<file path="src/dpt_pkg.sv">
// Package: constants and types for the dual output preset timer
// Operation
// Reset input clears present value to zero
// Reset input halts timing, control output off
// Reset indicator lit while reset active
// Forecast mode: second output at set value
// Forecast mode: first output at forecast value
// Absolute mode: second output at value two
// Absolute mode: first output at value one
// Outputs off after reset within width delay
// Both reset terminals act identically
// Indicators follow their output states
// Decimal point flashes while timing, min/h ranges
// Reset key clears value and outputs
// Key protect locks keys per pins 6-8
// Key protect switch acts live
// Key protect indicator follows switch
// Key protect refuses function setting entry
// Pins 1-2 select time range
// Pins 3-5 select mode, width, polarity
// Switches sampled only at power-up
// Start begins timing, gate suspends counting
package dpt_pkg;
   // Timing figures, each in its own unit
   localparam int unsigned CLK_NS = 20;
   localparam int unsigned TICK_NS = 10_000_000;
   localparam int unsigned TICK_CYC = TICK_NS / CLK_NS;
   localparam int unsigned W1_US = 1000;
   localparam int unsigned W20_US = 20000;
   localparam int unsigned W1_CYC = W1_US * 1000 / CLK_NS;
   localparam int unsigned W20_CYC = W20_US * 1000 / CLK_NS;
   // Widths
   localparam int CW = 20;
   localparam int PW = 24;
   localparam int DW = 16;
   localparam int NIN = 3;
   // Present value limit and set value defaults
   localparam logic [PW-1:0] PV_MAX = 24'hf423f;
   localparam logic [PW-1:0] SV1_RST = 24'h0003e8;
   localparam logic [PW-1:0] SV2_RST = 24'h000064;
   // Base ticks per count unit, and per half blink period
   localparam logic [DW-1:0] DIV_S001 = 16'h0001;
   localparam logic [DW-1:0] DIV_HMS = 16'h0064;
   localparam logic [DW-1:0] DIV_M01 = 16'h0258;
   localparam logic [DW-1:0] DIV_H01 = 16'h8ca0;
   localparam logic [DW-1:0] BLINK_DIV = 16'h0032;
   // Register byte addresses
   localparam logic [11:0] A_KEY = 12'h000;
   localparam logic [11:0] A_SV1 = 12'h004;
   localparam logic [11:0] A_SV2 = 12'h008;
   localparam logic [11:0] A_PV = 12'h00c;
   localparam logic [11:0] A_STAT = 12'h010;
   // Switch pin positions, pin n at bit n-1
   localparam int DIP_RNG_LO = 0;
   localparam int DIP_RNG_HI = 1;
   localparam int DIP_OMODE = 2;
   localparam int DIP_WIDTH = 3;
   localparam int DIP_PNP = 4;
   localparam int DIP_LK_RST = 5;
   localparam int DIP_LK_UP = 6;
   localparam int DIP_LK_MODE = 7;
   // Filtered input lanes
   localparam int IN_START = 0;
   localparam int IN_RST = 1;
   localparam int IN_GATE = 2;

   // Time range, coded as {pin 2, pin 1}
   typedef enum logic [1:0] {
      RNG_H01 = 2'b00,
      RNG_S001 = 2'b01,
      RNG_HMS = 2'b10,
      RNG_M01 = 2'b11
   } dpt_rng_t;

   // Timing state, Gray along idle, run, hold
   typedef enum logic [1:0] {
      ST_IDLE = 2'b00,
      ST_RUN = 2'b01,
      ST_HOLD = 2'b11
   } dpt_state_t;

   // Key register write layout
   typedef struct packed {
      logic [27:0] pad;
      logic fn_exit;
      logic fn_enter;
      logic mode;
      logic rst;
   } dpt_key_t;

   // Status register read layout
   typedef struct packed {
      logic [17:0] pad;
      logic dp;
      logic pnp;
      logic wide;
      logic [1:0] rng;
      logic abs_md;
      logic sv_sel;
      logic fn;
      logic kp;
      logic rst;
      logic hold;
      logic run;
      logic o2;
      logic o1;
   } dpt_stat_t;

   // Present value has reached a compare value
   function automatic logic f_reached(input logic [PW-1:0] pv,
                                      input logic [PW-1:0] sv);
      return pv >= sv;
   endfunction : f_reached
endpackage : dpt_pkg

</file>
<file path="src/dpt_flt_if.sv">
// Interface: raw and filtered input lanes with width select
`timescale 1ns/1ns
`default_nettype none
interface dpt_flt_if;
   import dpt_pkg::*;
   logic [NIN-1:0] raw;
   logic wide;
   logic [NIN-1:0] clean;
   modport filt (input raw, input wide, output clean);
   modport user (output raw, output wide, input clean);
endinterface : dpt_flt_if
`default_nettype wire

</file>
<file path="src/dpt_filter.sv">
// Module: minimum signal width filter for the timer inputs
`timescale 1ns/1ns
`default_nettype none
module dpt_filter import dpt_pkg::*; #(
   parameter int unsigned NARROW = W1_CYC,
   parameter int unsigned WIDE = W20_CYC
) (
   // Clock and reset
   input wire logic pclk,
   input wire logic presetn,
   // Lanes
   dpt_flt_if.filt f
);
   logic [CW-1:0] cnt_q [NIN];
   logic [NIN-1:0] clean_q;
   logic [CW-1:0] lim;

   // Width limit from the selected minimum width
   assign lim = f.wide ? CW'(WIDE - 1) : CW'(NARROW - 1);

   // A lane follows its input once it has held for the full width
   always_ff @(posedge pclk or negedge presetn) begin
      if (!presetn) begin
         clean_q <= '0;
         for (int i = 0; i < NIN; i++) begin
            cnt_q[i] <= '0;
         end
      end else begin
         for (int i = 0; i < NIN; i++) begin
            if (f.raw[i] == clean_q[i]) begin
               cnt_q[i] <= '0;
            end else if (cnt_q[i] == lim) begin
               clean_q[i] <= f.raw[i];
               cnt_q[i] <= '0;
            end else begin
               cnt_q[i] <= cnt_q[i] + 1'b1;
            end
         end
      end
   end

   assign f.clean = clean_q;
endmodule : dpt_filter
`default_nettype wire

</file>
<file path="src/dpt_top.sv">
// Module: dual output preset timer core with APB register access
`timescale 1ns/1ns
`default_nettype none
module dpt_top import dpt_pkg::*; #(
   parameter int unsigned TICK_C = TICK_CYC,
   parameter int unsigned W1C = W1_CYC,
   parameter int unsigned W20C = W20_CYC
) (
   // Clock and reset
   input wire logic pclk,
   input wire logic presetn,
   // APB slave
   input wire logic psel,
   input wire logic penable,
   input wire logic pwrite,
   input wire logic [11:0] paddr,
   input wire logic [31:0] pwdata,
   output logic [31:0] prdata,
   output logic pready,
   output logic pslverr,
   // Timer inputs
   input wire logic start_in,
   input wire logic reset_a_in,
   input wire logic reset_b_in,
   input wire logic gate_in,
   // Switches
   input wire logic key_protect_sw,
   input wire logic [7:0] dip_sw,
   // Outputs and indicators
   output logic first_output,
   output logic second_output,
   output logic first_output_ind,
   output logic second_output_ind,
   output logic reset_ind,
   output logic keyprot_ind,
   output logic dp_flash
);
   dpt_flt_if flt ();

   logic [7:0] cfg_q;
   logic cfg_ok_q;
   dpt_rng_t rng;
   logic abs_md;
   logic pnp;
   dpt_state_t st_q;
   logic start_d_q;
   logic rst_lvl;
   logic gate_lvl;
   logic start_rise;
   logic clr;
   logic armed;
   logic kp;
   logic lk_rst;
   logic lk_up;
   logic lk_mode;
   logic wr;
   logic key_wr;
   dpt_key_t key;
   logic rkey;
   logic mkey;
   logic fn_q;
   logic sv_sel_q;
   logic [PW-1:0] sv1_q;
   logic [PW-1:0] sv2_q;
   logic [PW-1:0] pv_q;
   logic [PW-1:0] fc_val;
   logic [CW-1:0] cyc_q;
   logic base_tick;
   logic [DW-1:0] div_q;
   logic [DW-1:0] div_lim;
   logic unit_tick;
   logic [DW-1:0] bl_q;
   logic blink_q;
   logic o1_d;
   logic o2_d;
   logic rd_err;
   logic [31:0] rd_mux;
   dpt_stat_t stat;

   // Input level as seen by the timer for the selected polarity
   function automatic logic f_act(input logic sourcing,
                                  input logic pin);
      return sourcing ? pin : ~pin;
   endfunction : f_act

   // Ticks of the base count per count unit of a time range
   function automatic logic [DW-1:0] f_div(input dpt_rng_t r);
      case (r)
         RNG_S001: return DIV_S001;
         RNG_HMS: return DIV_HMS;
         RNG_M01: return DIV_M01;
         default: return DIV_H01;
      endcase
   endfunction : f_div

   // Switch settings latched once, right after power-up reset
   always_ff @(posedge pclk or negedge presetn) begin
      if (!presetn) begin
         cfg_q <= '0;
         cfg_ok_q <= 1'b0;
      end else if (!cfg_ok_q) begin
         cfg_q <= dip_sw;
         cfg_ok_q <= 1'b1;
      end
   end

   // Configuration decode
   assign rng = dpt_rng_t'({cfg_q[DIP_RNG_HI], cfg_q[DIP_RNG_LO]});
   assign abs_md = cfg_q[DIP_OMODE];
   assign pnp = cfg_q[DIP_PNP];

   // Input lanes through the width filter
   assign flt.wide = ~cfg_q[DIP_WIDTH];
   // One driver for the whole lane vector
   always_comb begin
      flt.raw = '0;
      flt.raw[IN_START] = f_act(pnp, start_in);
      flt.raw[IN_GATE] = f_act(pnp, gate_in);
      flt.raw[IN_RST] = f_act(pnp, reset_a_in) |
                        f_act(pnp, reset_b_in);
   end

   dpt_filter #(
      .NARROW(W1C),
      .WIDE(W20C)
   ) u_flt (
      .pclk(pclk),
      .presetn(presetn),
      .f(flt)
   );

   assign rst_lvl = flt.clean[IN_RST];
   assign gate_lvl = flt.clean[IN_GATE];
   assign start_rise = flt.clean[IN_START] & ~start_d_q;

   // Key protection, live from the switch
   assign kp = key_protect_sw;
   assign lk_rst = kp & cfg_q[DIP_LK_RST];
   assign lk_up = kp & cfg_q[DIP_LK_UP];
   assign lk_mode = kp & cfg_q[DIP_LK_MODE];

   // Register writes take effect in the access phase
   assign wr = psel & penable & pwrite;
   assign key_wr = wr & (paddr == A_KEY);
   assign key = dpt_key_t'(pwdata);
   assign rkey = key_wr & key.rst & ~lk_rst;
   assign mkey = key_wr & key.mode & ~lk_mode;

   // Anything that returns the timer to zero
   assign clr = rst_lvl | rkey;
   assign armed = (st_q != ST_IDLE);

   // Start edge detector
   always_ff @(posedge pclk or negedge presetn) begin
      if (!presetn) begin
         start_d_q <= 1'b0;
      end else begin
         start_d_q <= flt.clean[IN_START];
      end
   end

   // Timing state: idle until start, hold while gated
   always_ff @(posedge pclk or negedge presetn) begin
      if (!presetn) begin
         st_q <= ST_IDLE;
      end else if (clr) begin
         st_q <= ST_IDLE;
      end else begin
         case (st_q)
            ST_IDLE: begin
               if (start_rise) begin
                  st_q <= ST_RUN;
               end
            end
            ST_RUN: begin
               if (gate_lvl) begin
                  st_q <= ST_HOLD;
               end
            end
            ST_HOLD: begin
               if (!gate_lvl) begin
                  st_q <= ST_RUN;
               end
            end
            default: st_q <= ST_IDLE;
         endcase
      end
   end

   // Free running base tick of 0.01 s
   assign base_tick = (cyc_q == CW'(TICK_C - 1));
   always_ff @(posedge pclk or negedge presetn) begin
      if (!presetn) begin
         cyc_q <= '0;
      end else if (base_tick) begin
         cyc_q <= '0;
      end else begin
         cyc_q <= cyc_q + 1'b1;
      end
   end

   // Count unit divider, runs only while counting
   assign div_lim = f_div(rng);
   assign unit_tick = base_tick & (st_q == ST_RUN) &
                      (div_q == div_lim - 1'b1);
   always_ff @(posedge pclk or negedge presetn) begin
      if (!presetn) begin
         div_q <= '0;
      end else if (clr || unit_tick) begin
         div_q <= '0;
      end else if (base_tick && st_q == ST_RUN) begin
         div_q <= div_q + 1'b1;
      end
   end

   // Present value counts up, saturating at the display limit
   always_ff @(posedge pclk or negedge presetn) begin
      if (!presetn) begin
         pv_q <= '0;
      end else if (clr) begin
         pv_q <= '0;
      end else if (unit_tick && pv_q != PV_MAX) begin
         pv_q <= pv_q + 1'b1;
      end
   end

   // Set values, written through the up keys
   always_ff @(posedge pclk or negedge presetn) begin
      if (!presetn) begin
         sv1_q <= SV1_RST;
         sv2_q <= SV2_RST;
      end else if (wr && !lk_up) begin
         if (paddr == A_SV1) begin
            sv1_q <= pwdata[PW-1:0];
         end
         if (paddr == A_SV2) begin
            sv2_q <= pwdata[PW-1:0];
         end
      end
   end

   // Mode key selects the set value shown; function setting mode
   always_ff @(posedge pclk or negedge presetn) begin
      if (!presetn) begin
         sv_sel_q <= 1'b0;
         fn_q <= 1'b0;
      end else begin
         if (mkey) begin
            sv_sel_q <= ~sv_sel_q;
         end
         if (key_wr && key.fn_exit) begin
            fn_q <= 1'b0;
         end else if (key_wr && key.fn_enter && !kp && !lk_mode) begin
            fn_q <= 1'b1;
         end
      end
   end

   // Forecast value is set value less the deviation, floored at zero
   assign fc_val = (sv1_q > sv2_q) ? sv1_q - sv2_q : '0;

   // Output compares per output mode
   always_comb begin
      if (abs_md) begin
         o1_d = f_reached(pv_q, sv1_q);
         o2_d = f_reached(pv_q, sv2_q);
      end else begin
         o1_d = f_reached(pv_q, fc_val);
         o2_d = f_reached(pv_q, sv1_q);
      end
   end

   // Output flops, forced off by reset input or key
   always_ff @(posedge pclk or negedge presetn) begin
      if (!presetn) begin
         first_output <= 1'b0;
         second_output <= 1'b0;
      end else begin
         first_output <= o1_d & armed & ~clr;
         second_output <= o2_d & armed & ~clr;
      end
   end

   // Output indicators mirror the output flops
   assign first_output_ind = first_output;
   assign second_output_ind = second_output;

   // Half second blink source
   always_ff @(posedge pclk or negedge presetn) begin
      if (!presetn) begin
         bl_q <= '0;
         blink_q <= 1'b0;
      end else if (base_tick) begin
         if (bl_q == BLINK_DIV - 1'b1) begin
            bl_q <= '0;
            blink_q <= ~blink_q;
         end else begin
            bl_q <= bl_q + 1'b1;
         end
      end
   end

   // Panel indicators
   always_ff @(posedge pclk or negedge presetn) begin
      if (!presetn) begin
         reset_ind <= 1'b0;
         keyprot_ind <= 1'b0;
         dp_flash <= 1'b0;
      end else begin
         reset_ind <= clr;
         keyprot_ind <= kp;
         dp_flash <= (st_q == ST_RUN) & blink_q &
                     (rng == RNG_M01 || rng == RNG_H01);
      end
   end

   // Status word
   always_comb begin
      stat = '0;
      stat.o1 = first_output;
      stat.o2 = second_output;
      stat.run = (st_q == ST_RUN);
      stat.hold = (st_q == ST_HOLD);
      stat.rst = reset_ind;
      stat.kp = kp;
      stat.fn = fn_q;
      stat.sv_sel = sv_sel_q;
      stat.abs_md = abs_md;
      stat.rng = rng;
      stat.wide = flt.wide;
      stat.pnp = pnp;
      stat.dp = dp_flash;
   end

   // Read decode; unmapped addresses answer with an error
   always_comb begin
      rd_mux = '0;
      rd_err = 1'b0;
      case (paddr)
         A_KEY: rd_mux = '0;
         A_SV1: rd_mux = 32'(sv1_q);
         A_SV2: rd_mux = 32'(sv2_q);
         A_PV: rd_mux = 32'(pv_q);
         A_STAT: rd_mux = stat;
         default: rd_err = 1'b1;
      endcase
   end

   // Read data and error captured in the setup phase
   always_ff @(posedge pclk or negedge presetn) begin
      if (!presetn) begin
         prdata <= '0;
         pslverr <= 1'b0;
      end else if (psel && !penable) begin
         prdata <= pwrite ? '0 : rd_mux;
         pslverr <= rd_err;
      end
   end

   // Zero wait state slave
   assign pready = 1'b1;
endmodule : dpt_top
`default_nettype wire

</file>
<file path="config.mk">
export PLATFORM = sky130hd
export DESIGN_NAME = dpt_top
export DESIGN_NICKNAME = d
export VERILOG_FILES = /design/src/dpt_pkg.sv /design/src/dpt_flt_if.sv /design/src/dpt_filter.sv /design/src/dpt_top.sv
export SDC_FILE = /design/constraint.sdc
export NUM_CORES = 1
export LEC_CHECK = 0
export BUFFER_PORTS_ARGS = -buffer_cell sky130_fd_sc_hd__clkbuf_2
export CORE_ASPECT_RATIO = 0.7
export CORE_MARGIN = 8
export CORE_UTILIZATION = 66
export DETAILED_ROUTE_END_ITERATION = 8
export HOLD_SLACK_MARGIN = 0.06
export PLACE_DENSITY = 0.9
export SLEW_MARGIN = 20
export SYNTH_ARGS = -nofsm -noshare
export SYNTH_HDL_FRONTEND = slang
export SYNTH_SLANG_ARGS = --single-unit
</file>
<file path="constraint.sdc">
create_clock -name pclk -period 6.07 [get_ports pclk]
set_input_delay 1.214 -clock pclk [delete_from_list [all_inputs] [get_ports pclk]]
set_output_delay 1.214 -clock pclk [all_outputs]
set_load 0.05 [all_outputs]
</file>
Word-level counts from Yosys, hierarchy flattened
Cells that the tools add are included.
{"block": "op_classes", "n_addsub": 9, "mul": 0, "div_mod_pow": 0, "n_lt_le_gt_ge": 4, "n_eq_ne": 22, "shifts": 0, "n_mux": 31, "n_bitwise": 35, "n_reduce_logical": 29}
{"operator": "$mux W20", "count": 8}
{"operator": "$pmux W24 S4", "count": 1}
{"operator": "$add A20 B1 Y20 const B", "count": 4}
{"operator": "$ge A24 B24 Y1", "count": 3}
{"operator": "$mux W24", "count": 3}
{"operator": "$eq A20 B20 Y1", "count": 3}
{"operator": "$mux W16", "count": 3}
{"operator": "$pmux W16 S3", "count": 1}
{"operator": "$add A16 B1 Y16 const B", "count": 2}
{"operator": "$mux W32", "count": 1}
{"operator": "$add A24 B1 Y24 const B", "count": 1}
{"operator": "$eq A12 B4 Y1 const B", "count": 2}
{"operator": "$gt A24 B24 Y1", "count": 1}
{"operator": "$ne A24 B20 Y1 const B", "count": 1}
{"operator": "$sub A24 B24 Y24", "count": 1}
{"operator": "$eq A20 B19 Y1 const B", "count": 1}
{"operator": "$and A1 B1 Y1", "count": 19}
{"operator": "$eq A16 B16 Y1", "count": 1}
{"operator": "$eq A16 B6 Y1 const B", "count": 1}
{"operator": "$sub A16 B1 Y16 const B", "count": 1}
{"operator": "$not A1 Y1", "count": 14}
{"operator": "$eq A12 B3 Y1 const B", "count": 1}
{"operator": "$eq A12 B5 Y1 const B", "count": 1}
{"operator": "$logic_not A12 Y1", "count": 1}
{"operator": "17 further kinds", "count": 55}
{"block": "totals", "register_bits": 240, "latchBits": 0, "ramBits": 0, "rom_bits": 0, "input_bits": 62, "out_inout_bits": 41, "elab_cells": 156, "n_memories": 0}

Depth between registers and ports, before layout
Gate-level depths: netlist (run 1).
{"block": "logic_depth", "ltp_word": 8, "mapped_depth": 22, "ltp_nobuf": 21}

Modules after synthesis
From an unflattened synthesis (run 1), not the netlist that was laid out.
{"block": "hier_totals", "cells_unflattened": 1545, "hier_area_um2": 14639.0}
{"mod": "dpt_top", "instances": 1, "cells_each": 1210, "area_each_um2": 11297.1, "seq_area_each_um2": 4240.3}
{"mod": "dpt_filter", "instances": 1, "cells_each": 335, "area_each_um2": 3342.0, "seq_area_each_um2": 1576.5}

Least setup slack after synthesis (run 1)
Ideal clock, no wire load.
{"block": "synth_timing", "path_kind": "reg-to-reg", "from": "register sv1_q[0]", "to": "register first_output", "setup_ns": 0.130, "t_arrival_ns": 3.746, "required_time_ns": 5.940, "setup_slack_ns": 2.194, "path_stages_with_launch": 23, "n_path_buf": 2, "synth_period_minus_slack_ns": 3.876, "cell_sequence": "dfrtp_1 > inv_1 > ha_1 > inv_1 > fa_1 > a21oi_1 > o21ai_0 > o32a_1 > a21oi_1 > a21oi_1 > and2_1 > clkbuf_1 > clkbuf_1 > nand2_1 > ha_1 > a21o_1 > a21o_1 > a21oi_1 > nor3_1 > a2111oi_0 > o21ai_0 > a21oi_1 > a211oi_1"}
{"block": "synth_between", "elab_chain_cells": 6, "word_cells_on_any_way": 8, "classes_between": "1 x add/sub; 3 x order compare; 2 x mux; 2 x bitwise"}
{"element": "start, declared", "line": "dpt_top.sv:63", "text": "logic [PW-1:0] sv1_q;"}
{"element": "start signal, assigned", "line": "dpt_top.sv:234", "text": "sv1_q <= pwdata[PW-1:0];"}
{"element": "$sub A24 B24 Y24 or $gt A24 B24 Y1 (tied branches)", "line": "dpt_top.sv:260", "text": "assign fc_val = (sv1_q > sv2_q) ? sv1_q - sv2_q : '0;"}
{"element": "$mux W24", "line": "dpt_top.sv:260"}
{"element": "$ge A24 B24 Y1", "line": "dpt_pkg.sv:112", "text": "return pv >= sv;"}
{"element": "$mux W1 *", "line": "dpt_top.sv:264", "text": "if (abs_md) begin"}
{"element": "$and A1 B1 Y1 * (2 in series)", "line": "dpt_top.sv:279", "text": "first_output <= o1_d & armed & ~clr;"}
{"element": "end signal, assigned", "line": "dpt_top.sv:279"}
{"element": "end, declared", "line": "dpt_top.sv:30", "text": "output logic first_output,"}
Mark *: on every way between the ends. The rest lies on a longest branch, timed or not.
A chain may end at the register's enable or synchronous reset.

Worst setup path in the final report (run 1)
Same ends and word-level chain as after synthesis.

==> metrics, run 1 <==
Antenna Cells=0; Async SR Flop Fraction=100%; CTS max path bufs=3; Setup Fix Bufs, Post-CTS=0; relative slew slack=28.0%; Internal Pwr Total=2.52 mW; Final Hold Vio Count=0; number of global-route vias before repair=11700; TritonCTS buffer count=24; number of flops mapped to enable cells by yosys=0; critical path startpoint category=flip-flop; DP Area=14600 µm²; top-area cell type share of the netlist area=39.8%; Clk pin slew, worst setup/hold paths=0.06 ns; fin crit period=4.80 ns; Boundary Pins=103; skew final=0.0175 ns; GRT overflow=0; antenna-violating nets left=0; HPWL after DPL=26800 µm; crit-path max FO=14; register bit count reported by yosys=232; cell count after synthesis=1543; via count=12200; Clk pwr share=44.8%; Psw=0.864 mW; Final Cell Area=15500 µm²; Top FF cell, synth=dfrtp_1; Synth area leader=dfrtp_1; Max Clk Rate=0.208 GHz; Final Cycle Share=79.1%; number of cell rows=44; Pre-Repair DR Iteration Count=8; Resize count post-CTS=0; fin cells=1905; wire length per cell=19.7 µm; CTS H-tree lvls=1; arrival time at the worst endpoint=5.21 ns; die width=190 µm; Die Footprint=26200 µm²; GRT Total Usage=28.5%; initial antenna violation count=0; peak supply drop=0.000223 V; simple-gate share of the synthesized area=21.2%; post-synthesis xor/xnor area fraction=8.00%; Setup CP Type=reg -> reg; Synth cell types=70; Sequential Power Share=47.8%; final max-slew violation count=0; TritonCTS clock tree=built; largest net degree at the start of global routing=136; drt drc=0; CP required=6.47 ns; Final #Nets=1785; initial core utilization=67.5%; main combinational cell family by area after synthesis=simple AND/OR/NAND/NOR gates; aggregate routed wire length=37600 µm; Port Buf Inserts=85; combinational power share=7.5%; Sw Share=25.5%; layout cells sized above 1=10.9%; Finish-stage setup viols=0; Hold Crit Class=reg -> reg; commonest non-fill, non-tap cells in the layout=dfrtp_1 (223), nand2_1 (188), nor2_1 (148); first-pass GRT wire length=60800 µm; Synth area leaders=dfrtp_1 (40%), ha_1 (9.9%), nand2_1 (5.0%), o21ai_0 (4.3%), xor2_1 (4.1%); clock sinks=232; post-synthesis mux area share=1.26%; core area=20800 µm²; mean post-synth cell area=9.08 µm²; commonest non-fill, non-tap cell in the layout=dfrtp_1; Post-Synth Adder-Cell Area=10.1%; placed insts=1859; Die Ht=138 µm; initial DRC count=1723; power consumption=3.39 mW; Seq/Total Area, Yosys=41.5%; Root Driver=clkbuf_16; slew at the pin closest to its max-slew limit=1.08 ns; max cap viols=0; Pleak=7.38 nW; crit end category=flip-flop; RSZ-0062 raised after global routing=no; RD Place Congestion=0.975; outcome=finished clean; area grow syn2layout=10.4%; CTS Hold Bufs=0; setup TNS=0 ns; Post-Syn Area=14000 µm²; Ys Warns=0; Compound-Gate Fraction of Synth Area=13.9%; Clk Latency, worst-skew pair=0.54 ns; P per Cell Area=219 nW/µm²; Vias per Instance=6.41
[state kept, by name (all words and copies together), names as in the netlist, 2 cells and up]
signal,count
pv_q,24
prdata,24
sv1_q,24
bl_q,16
u_flt.f.clean,3
div_q,16
st_q,2
sv2_q,24
cfg_q,8
cyc_q,20
u_flt.cnt_q,60
[synthesized netlist by cell type (3+ instances only)]
cell type,n
xor2_1,66
mux2i_1,3
a211o_1,5
nand2b_1,14
inv_1,74
nor2b_1,9
o21bai_1,3
nand2_1,188
nor2_1,148
a222oi_1,13
a22o_1,14
dfrtp_1,223
or3_1,19
xnor2_1,62
and4_1,9
o21a_1,7
o31ai_1,4
nand4_1,39
or2_2,7
and3_1,24
nor4_1,19
nand3b_1,7
nor3b_1,5
a211oi_1,7
clkbuf_1,45
a22oi_1,11
and3b_1,3
a21o_1,39
o21ai_0,119
dfstp_2,9
mux2_2,13
or4_1,3
buf_4,11
nor3_1,23
nand3_1,66
a31oi_1,7
ha_1,111
and2_1,10
a21oi_1,62
nor4b_1,3
[critical path, stage by stage (launching register included)]
cell       delay, ns
dfrtp_1         0.41
inv_1           0.09
ha_1            0.19
inv_1           0.06
fa_1            0.40
a21oi_1         0.21
o21ai_0         0.18
o32a_1          0.44
a21oi_1         0.28
a21oi_1         0.11
and2_1          0.28
buf_4           0.24
nand2_1         0.07
ha_1            0.25
a21o_1          0.18
a21o_1          0.16
a21oi_1         0.16
nor3_1          0.07
a2111oi_0       0.42
o21ai_0         0.22
a21oi_1         0.17
a211oi_1        0.07
[layer usage]
| metal | global-route usage, % | share of wire (%) | vias to the layer above |
|---|---|---|---|
| met3 | 5.73 | 10 | 120 |
| met4 | 8.89 | 2.9 | 0 |
| met2 | 45.1 | 46 | 711 |
| li1 | - | - | 5568 |
| met1 | 39.5 | 41 | 5807 |
| met5 | 0 | 0 | - |
[path summary, 6_finish.rpt]
path,startpoint,to,slack [ns],depth (start not counted)
max in group asynchronous,presetn,sv1_q[2],4.09,3
min in group asynchronous,presetn,prdata[2],0.60,1
max,sv1_q[0],first_output,1.27,21
min,u_flt.f.clean[0],start_d_q,0.48,0
min reg2reg,u_flt.f.clean[0],start_d_q,0.48,0
max reg2reg,sv1_q[0],first_output,1.27,21
[power by group through the flow]
stage               Clock (mW)  Combinational (mW)  Sequential (mW)
detailed placement           0               0.244             1.64
CTS                       1.53               0.249             1.62
floorplan                    0               0.153             1.64
global route              1.60               0.282             1.62
global placement             0               0.233             1.64
finish                    1.52               0.253             1.62
[logic make-up after synthesis]
kind of cell	count (synthesis)
compound gates	310
xor+xnor	128
fa+ha+maj	112
buf+inv	134
flops	232
mux	16
other cells	2
simple gates	609
[final cells by class]
| type | count | area, µm² |
|---|---|---|
| clock inverters | 12 | 151 |
| well taps | 276 | 345 |
| clock buffers | 32 | 661 |
| inverters | 74 | 278 |
| flip-flops and latches | 232 | 5820 |
| fillers | 1401 | 5290 |
| repair buffers | 94 | 531 |
| multi-input cells | 1185 | 7680 |
[per-stage QoR]
stage               hold slack, ns  setup WS, ns  util [%]
floorplan                    0.409          2.19         -
global placement             0.440          1.75      70.4
detailed placement           0.461          1.56      70.4
CTS                          0.475          1.52      74.3
global route                 0.492          1.11      74.5
finish                       0.477          1.27      74.5
No activity file was read; power rests on OpenSTA's default activity.
==> run 2: changes to the inputs <==
- ABC_AREA: not set -> 1
- CORE_UTILIZATION: 66 -> 62
- PLACE_DENSITY: 0.9 -> 0.85
- clock period: 6.07 -> 4.8 ns (I/O delays scaled with it)
==> run 2 against run 1 <==
Hold slack worse by 0.011 ns; via count is 32% higher; worst setup slack worse by 0.23 ns; non-clock buffer count is 2 lower; largest cell class unchanged; combinational power is 6% higher; sequential share of layout area is 5.1 points lower; maximum frequency is 28% higher; largest power group unchanged; clock skew is 0.0041 ns higher; clock-buffer cell count is 2 higher.
==> metrics, run 2 <==
initial DRC count=1969 (was 1723); Hold Crit Class=reg -> reg (unchanged); Root Driver=clkbuf_16 (unchanged); Synth area leader=dfrtp_1 (unchanged); max reg flops=60 (unchanged); Seq/Total Area, Yosys=35.2% (was 41.5%); Clk pin slew, worst setup/hold paths=0.07 ns (was 0.06 ns); TritonCTS buffer count=24 (unchanged); cell count after synthesis=2319 (was 1543); Boundary Pins=103 (unchanged); crit end category=flip-flop (unchanged); aggregate routed wire length=47500 µm (was 37600 µm); Final Cell Area=17900 µm² (was 15500 µm²); Clk Latency, worst-skew pair=0.54 ns (about the same); GRT Total Usage=29.0% (was 28.5%); RSZ-0062 raised after global routing=no (unchanged); TritonCTS clock tree=built (unchanged); Largest Register=u_flt.cnt_q (unchanged); commonest non-fill, non-tap cell in the layout=nand2_1 (was dfrtp_1); CP cell instances=inv_1 -> ha_1 -> inv_1 -> fa_1 -> nand2_1 -> o21ai_2 -> nand2_1 -> nand2_1 -> nand2_1 -> nand3_1 -> nand2_1 -> inv_2 -> nand3_1 -> ha_1 -> nand2_1 -> inv_1 -> nand2_1 -> nand2_1 -> a21oi_1 -> nand2_1 -> nand2_1 -> nand3_1 -> nor2_1 -> nor2_1 (was inv_1 -> ha_1 -> inv_1 -> fa_1 -> a21oi_1 -> o21ai_0 -> o32a_1 -> a21oi_1 -> a21oi_1 -> and2_1 -> buf_4 -> nand2_1 -> ha_1 -> a21o_1 -> a21o_1 -> a21oi_1 -> nor3_1 -> a2111oi_0 -> o21ai_0 -> a21oi_1 -> a211oi_1); Post-Syn Area=16500 µm² (was 14000 µm²); antenna-violating nets left=0 (unchanged); Antenna Cells=0 (unchanged); area grow syn2layout=8.28% (was 10.4%); Resize count post-CTS=0 (unchanged); commonest non-fill, non-tap cells in the layout=nand2_1 (611), inv_1 (292), nor2_1 (235) (was dfrtp_1 (223), nand2_1 (188), nor2_1 (148)); arrival time at the worst endpoint=4.18 ns (was 5.21 ns); Finish-stage setup viols=0 (unchanged); P per Cell Area=230 nW/µm² (was 219 nW/µm²); fin cells=2759 (was 1905); initial antenna violation count=0 (unchanged); setup TNS=0 ns (unchanged); outcome=finished clean (unchanged); crit-path max FO=23 (was 14); number of flops mapped to enable cells by yosys=0 (unchanged); die width=211 µm (was 190 µm); final max-slew violation count=0 (unchanged); most frequent cell after synthesis=nand2_1 (was dfrtp_1); Die Footprint=32200 µm² (was 26200 µm²); CTS max path bufs=3 (unchanged); wire length per cell=17.2 µm (was 19.7 µm); max cap viols=0 (unchanged); CP peak stage delay=0.39 ns (was 0.44 ns); WP buf/inv=4 (was 3); RD Place Congestion=0.999 (was 0.975); fin crit period=3.76 ns (was 4.80 ns); top-area cell type share of the netlist area=33.8% (was 39.8%); Pleak=9.00 nW (was 7.38 nW); Ys Warns=0 (unchanged); GRT overflow=0 (unchanged); first-pass GRT wire length=77000 µm (was 60800 µm); slew at the pin closest to its max-slew limit=1.10 ns (was 1.08 ns); HPWL after DPL=36400 µm (was 26800 µm); pre-CTS WS=1.20 ns (was 1.56 ns); Final Cycle Share=78.3% (was 79.1%); CTS H-tree lvls=1 (unchanged); Final Hold Vio Count=0 (unchanged); CP required=5.22 ns (was 6.47 ns); largest net degree at the start of global routing=122 (was 136); DP Area=17100 µm² (was 14600 µm²); CTS Hold Bufs=0 (unchanged); Top FF cell, synth=dfrtp_1 (unchanged); critical path startpoint category=flip-flop (unchanged); Synth cell types=49 (was 70); number of global-route vias before repair=14800 (was 11700); Async SR Flop Fraction=100% (unchanged); Slowest-stage cell, CP=dfrtp_1 (was o32a_1); Die Ht=153 µm (was 138 µm); via count=16100 (was 12200); Port Buf Inserts=85 (unchanged); Layout Utilization=67.5% (was 74.5%); number of cell rows=50 (was 44); Synth top cells by count=nand2_1 (611), inv_1 (292), nor2_1 (236) (was dfrtp_1 (223), nand2_1 (188), nor2_1 (148)); peak supply drop=0.000221 V (was 0.000223 V); setup ws final=1.04 ns (was 1.27 ns); cell family with most CP delay=simple AND/OR/NAND/NOR gates (was compound AO/OA/AOI/OAI gates); Setup Fix Bufs, Post-CTS=0 (unchanged); placed insts=2716 (was 1859); Final #Nets=2552 (was 1785); CP most frequent cell=nand2_1 (was a21oi_1); drt drc=0 (unchanged); mean post-synth cell area=7.12 µm² (was 9.08 µm²); relative slew slack=26.2% (was 28.0%); register bit count reported by yosys=232 (unchanged); layout cells sized above 1=8.85% (was 10.9%); Vias per Instance=5.83 (was 6.41); Pre-Repair DR Iteration Count=8 (unchanged); Max Clk Rate=0.266 GHz (was 0.208 GHz); skew final=0.0216 ns (was 0.0175 ns); Setup CP Type=reg -> reg (unchanged); initial core utilization=62.4% (was 67.5%); clock sinks=232 (unchanged); Synth area leaders=dfrtp_1 (34%), nand2_1 (14%), ha_1 (8.4%), inv_1 (6.6%), nand3_1 (5.8%) (was dfrtp_1 (40%), ha_1 (9.9%), nand2_1 (5.0%), o21ai_0 (4.3%), xor2_1 (4.1%)); fillers=2244 (was 1401); core area=26500 µm² (was 20800 µm²)
## run 2: cell count changes in the layout (fill, tap and decap cells not counted), moves of 19 or more
cell,previous run,this run
nand4_1,39,114
nand2_1,188,611
inv_2,0,19
xnor2_1,62,19
o21ai_0,119,81
or3_1,19,0
nor3_1,22,44
o21ai_1,0,35
inv_1,74,292
nand3_1,66,192
a21o_1,39,2
and3_1,24,0
nor2_1,148,235
## run 2: layout make-up
cell class / count / area (µm²) / area share, %
Multi-Input combinational cell: 1717 / 9170 / 51.3
Clock inverter: 9 / 87.6 / 0.490
Clock buffer: 34 / 668 / 3.74
Sequential cell: 232 / 5820 / 32.6
Tap cell: 364 / 455 / 2.55
Timing Repair Buffer: 92 / 500 / 2.80
Inverter: 311 / 1170 / 6.53
## run 2: power breakdown
group	switching, mW	internal [mW]	leakage (nW)	total (mW)
Clock	0.800	1.03	0.371	1.83
Combinational	0.196	0.0710	5.49	0.267
Sequential	0.0287	1.98	3.13	2.01
Total	1.02	3.08	9.00	4.10
## run 2: routing by layer
metal	global-route usage (%)	wire [µm]	vias up
li1	-	-	7645
met1	44.6	21600	7473
met2	40.4	19000	897
met3	7.30	5980	78
met4	5.72	927	0
met5	0	0	-
## run 2: kinds of logic (layout without fill, tap and decap cells)
kind of cell	Yosys count	count (layout)	synth area share, %
adder cells (fa/ha/maj)	112	112	8.54
AND/OR/NAND/NOR	1275	1275	34.4
flip-flops	232	232	35.2
buffers and inverters	378	446	9.39
XOR/XNOR	91	91	4.87
AO/OA/AOI/OAI	225	225	7.27
other	2	10	0.0455
multiplexers	4	4	0.273
## run 2: worst paths after layout
path | start | to | slack [ns] | depth (start not counted)
worst max-delay path | sv1_q[0] | first_output | 1.04 | 24
worst min-delay path | u_flt.cnt_q[20] | u_flt.cnt_q[20] | 0.47 | 1
worst max register to register | sv1_q[0] | first_output | 1.04 | 24
worst min register to register | u_flt.cnt_q[20] | u_flt.cnt_q[20] | 0.47 | 1
max in group asynchronous | presetn | sv1_q[6] | 3.28 | 2
min in group asynchronous | presetn | u_flt.cnt_q[40] | 0.52 | 1
## run 2: per-stage QoR
stage               power (mW)  hold slack, ns
detailed placement        2.31           0.457
CTS                       4.13           0.465
global placement          2.30           0.444
global route              4.24           0.483
floorplan                 2.19           0.431
finish                    4.10           0.466
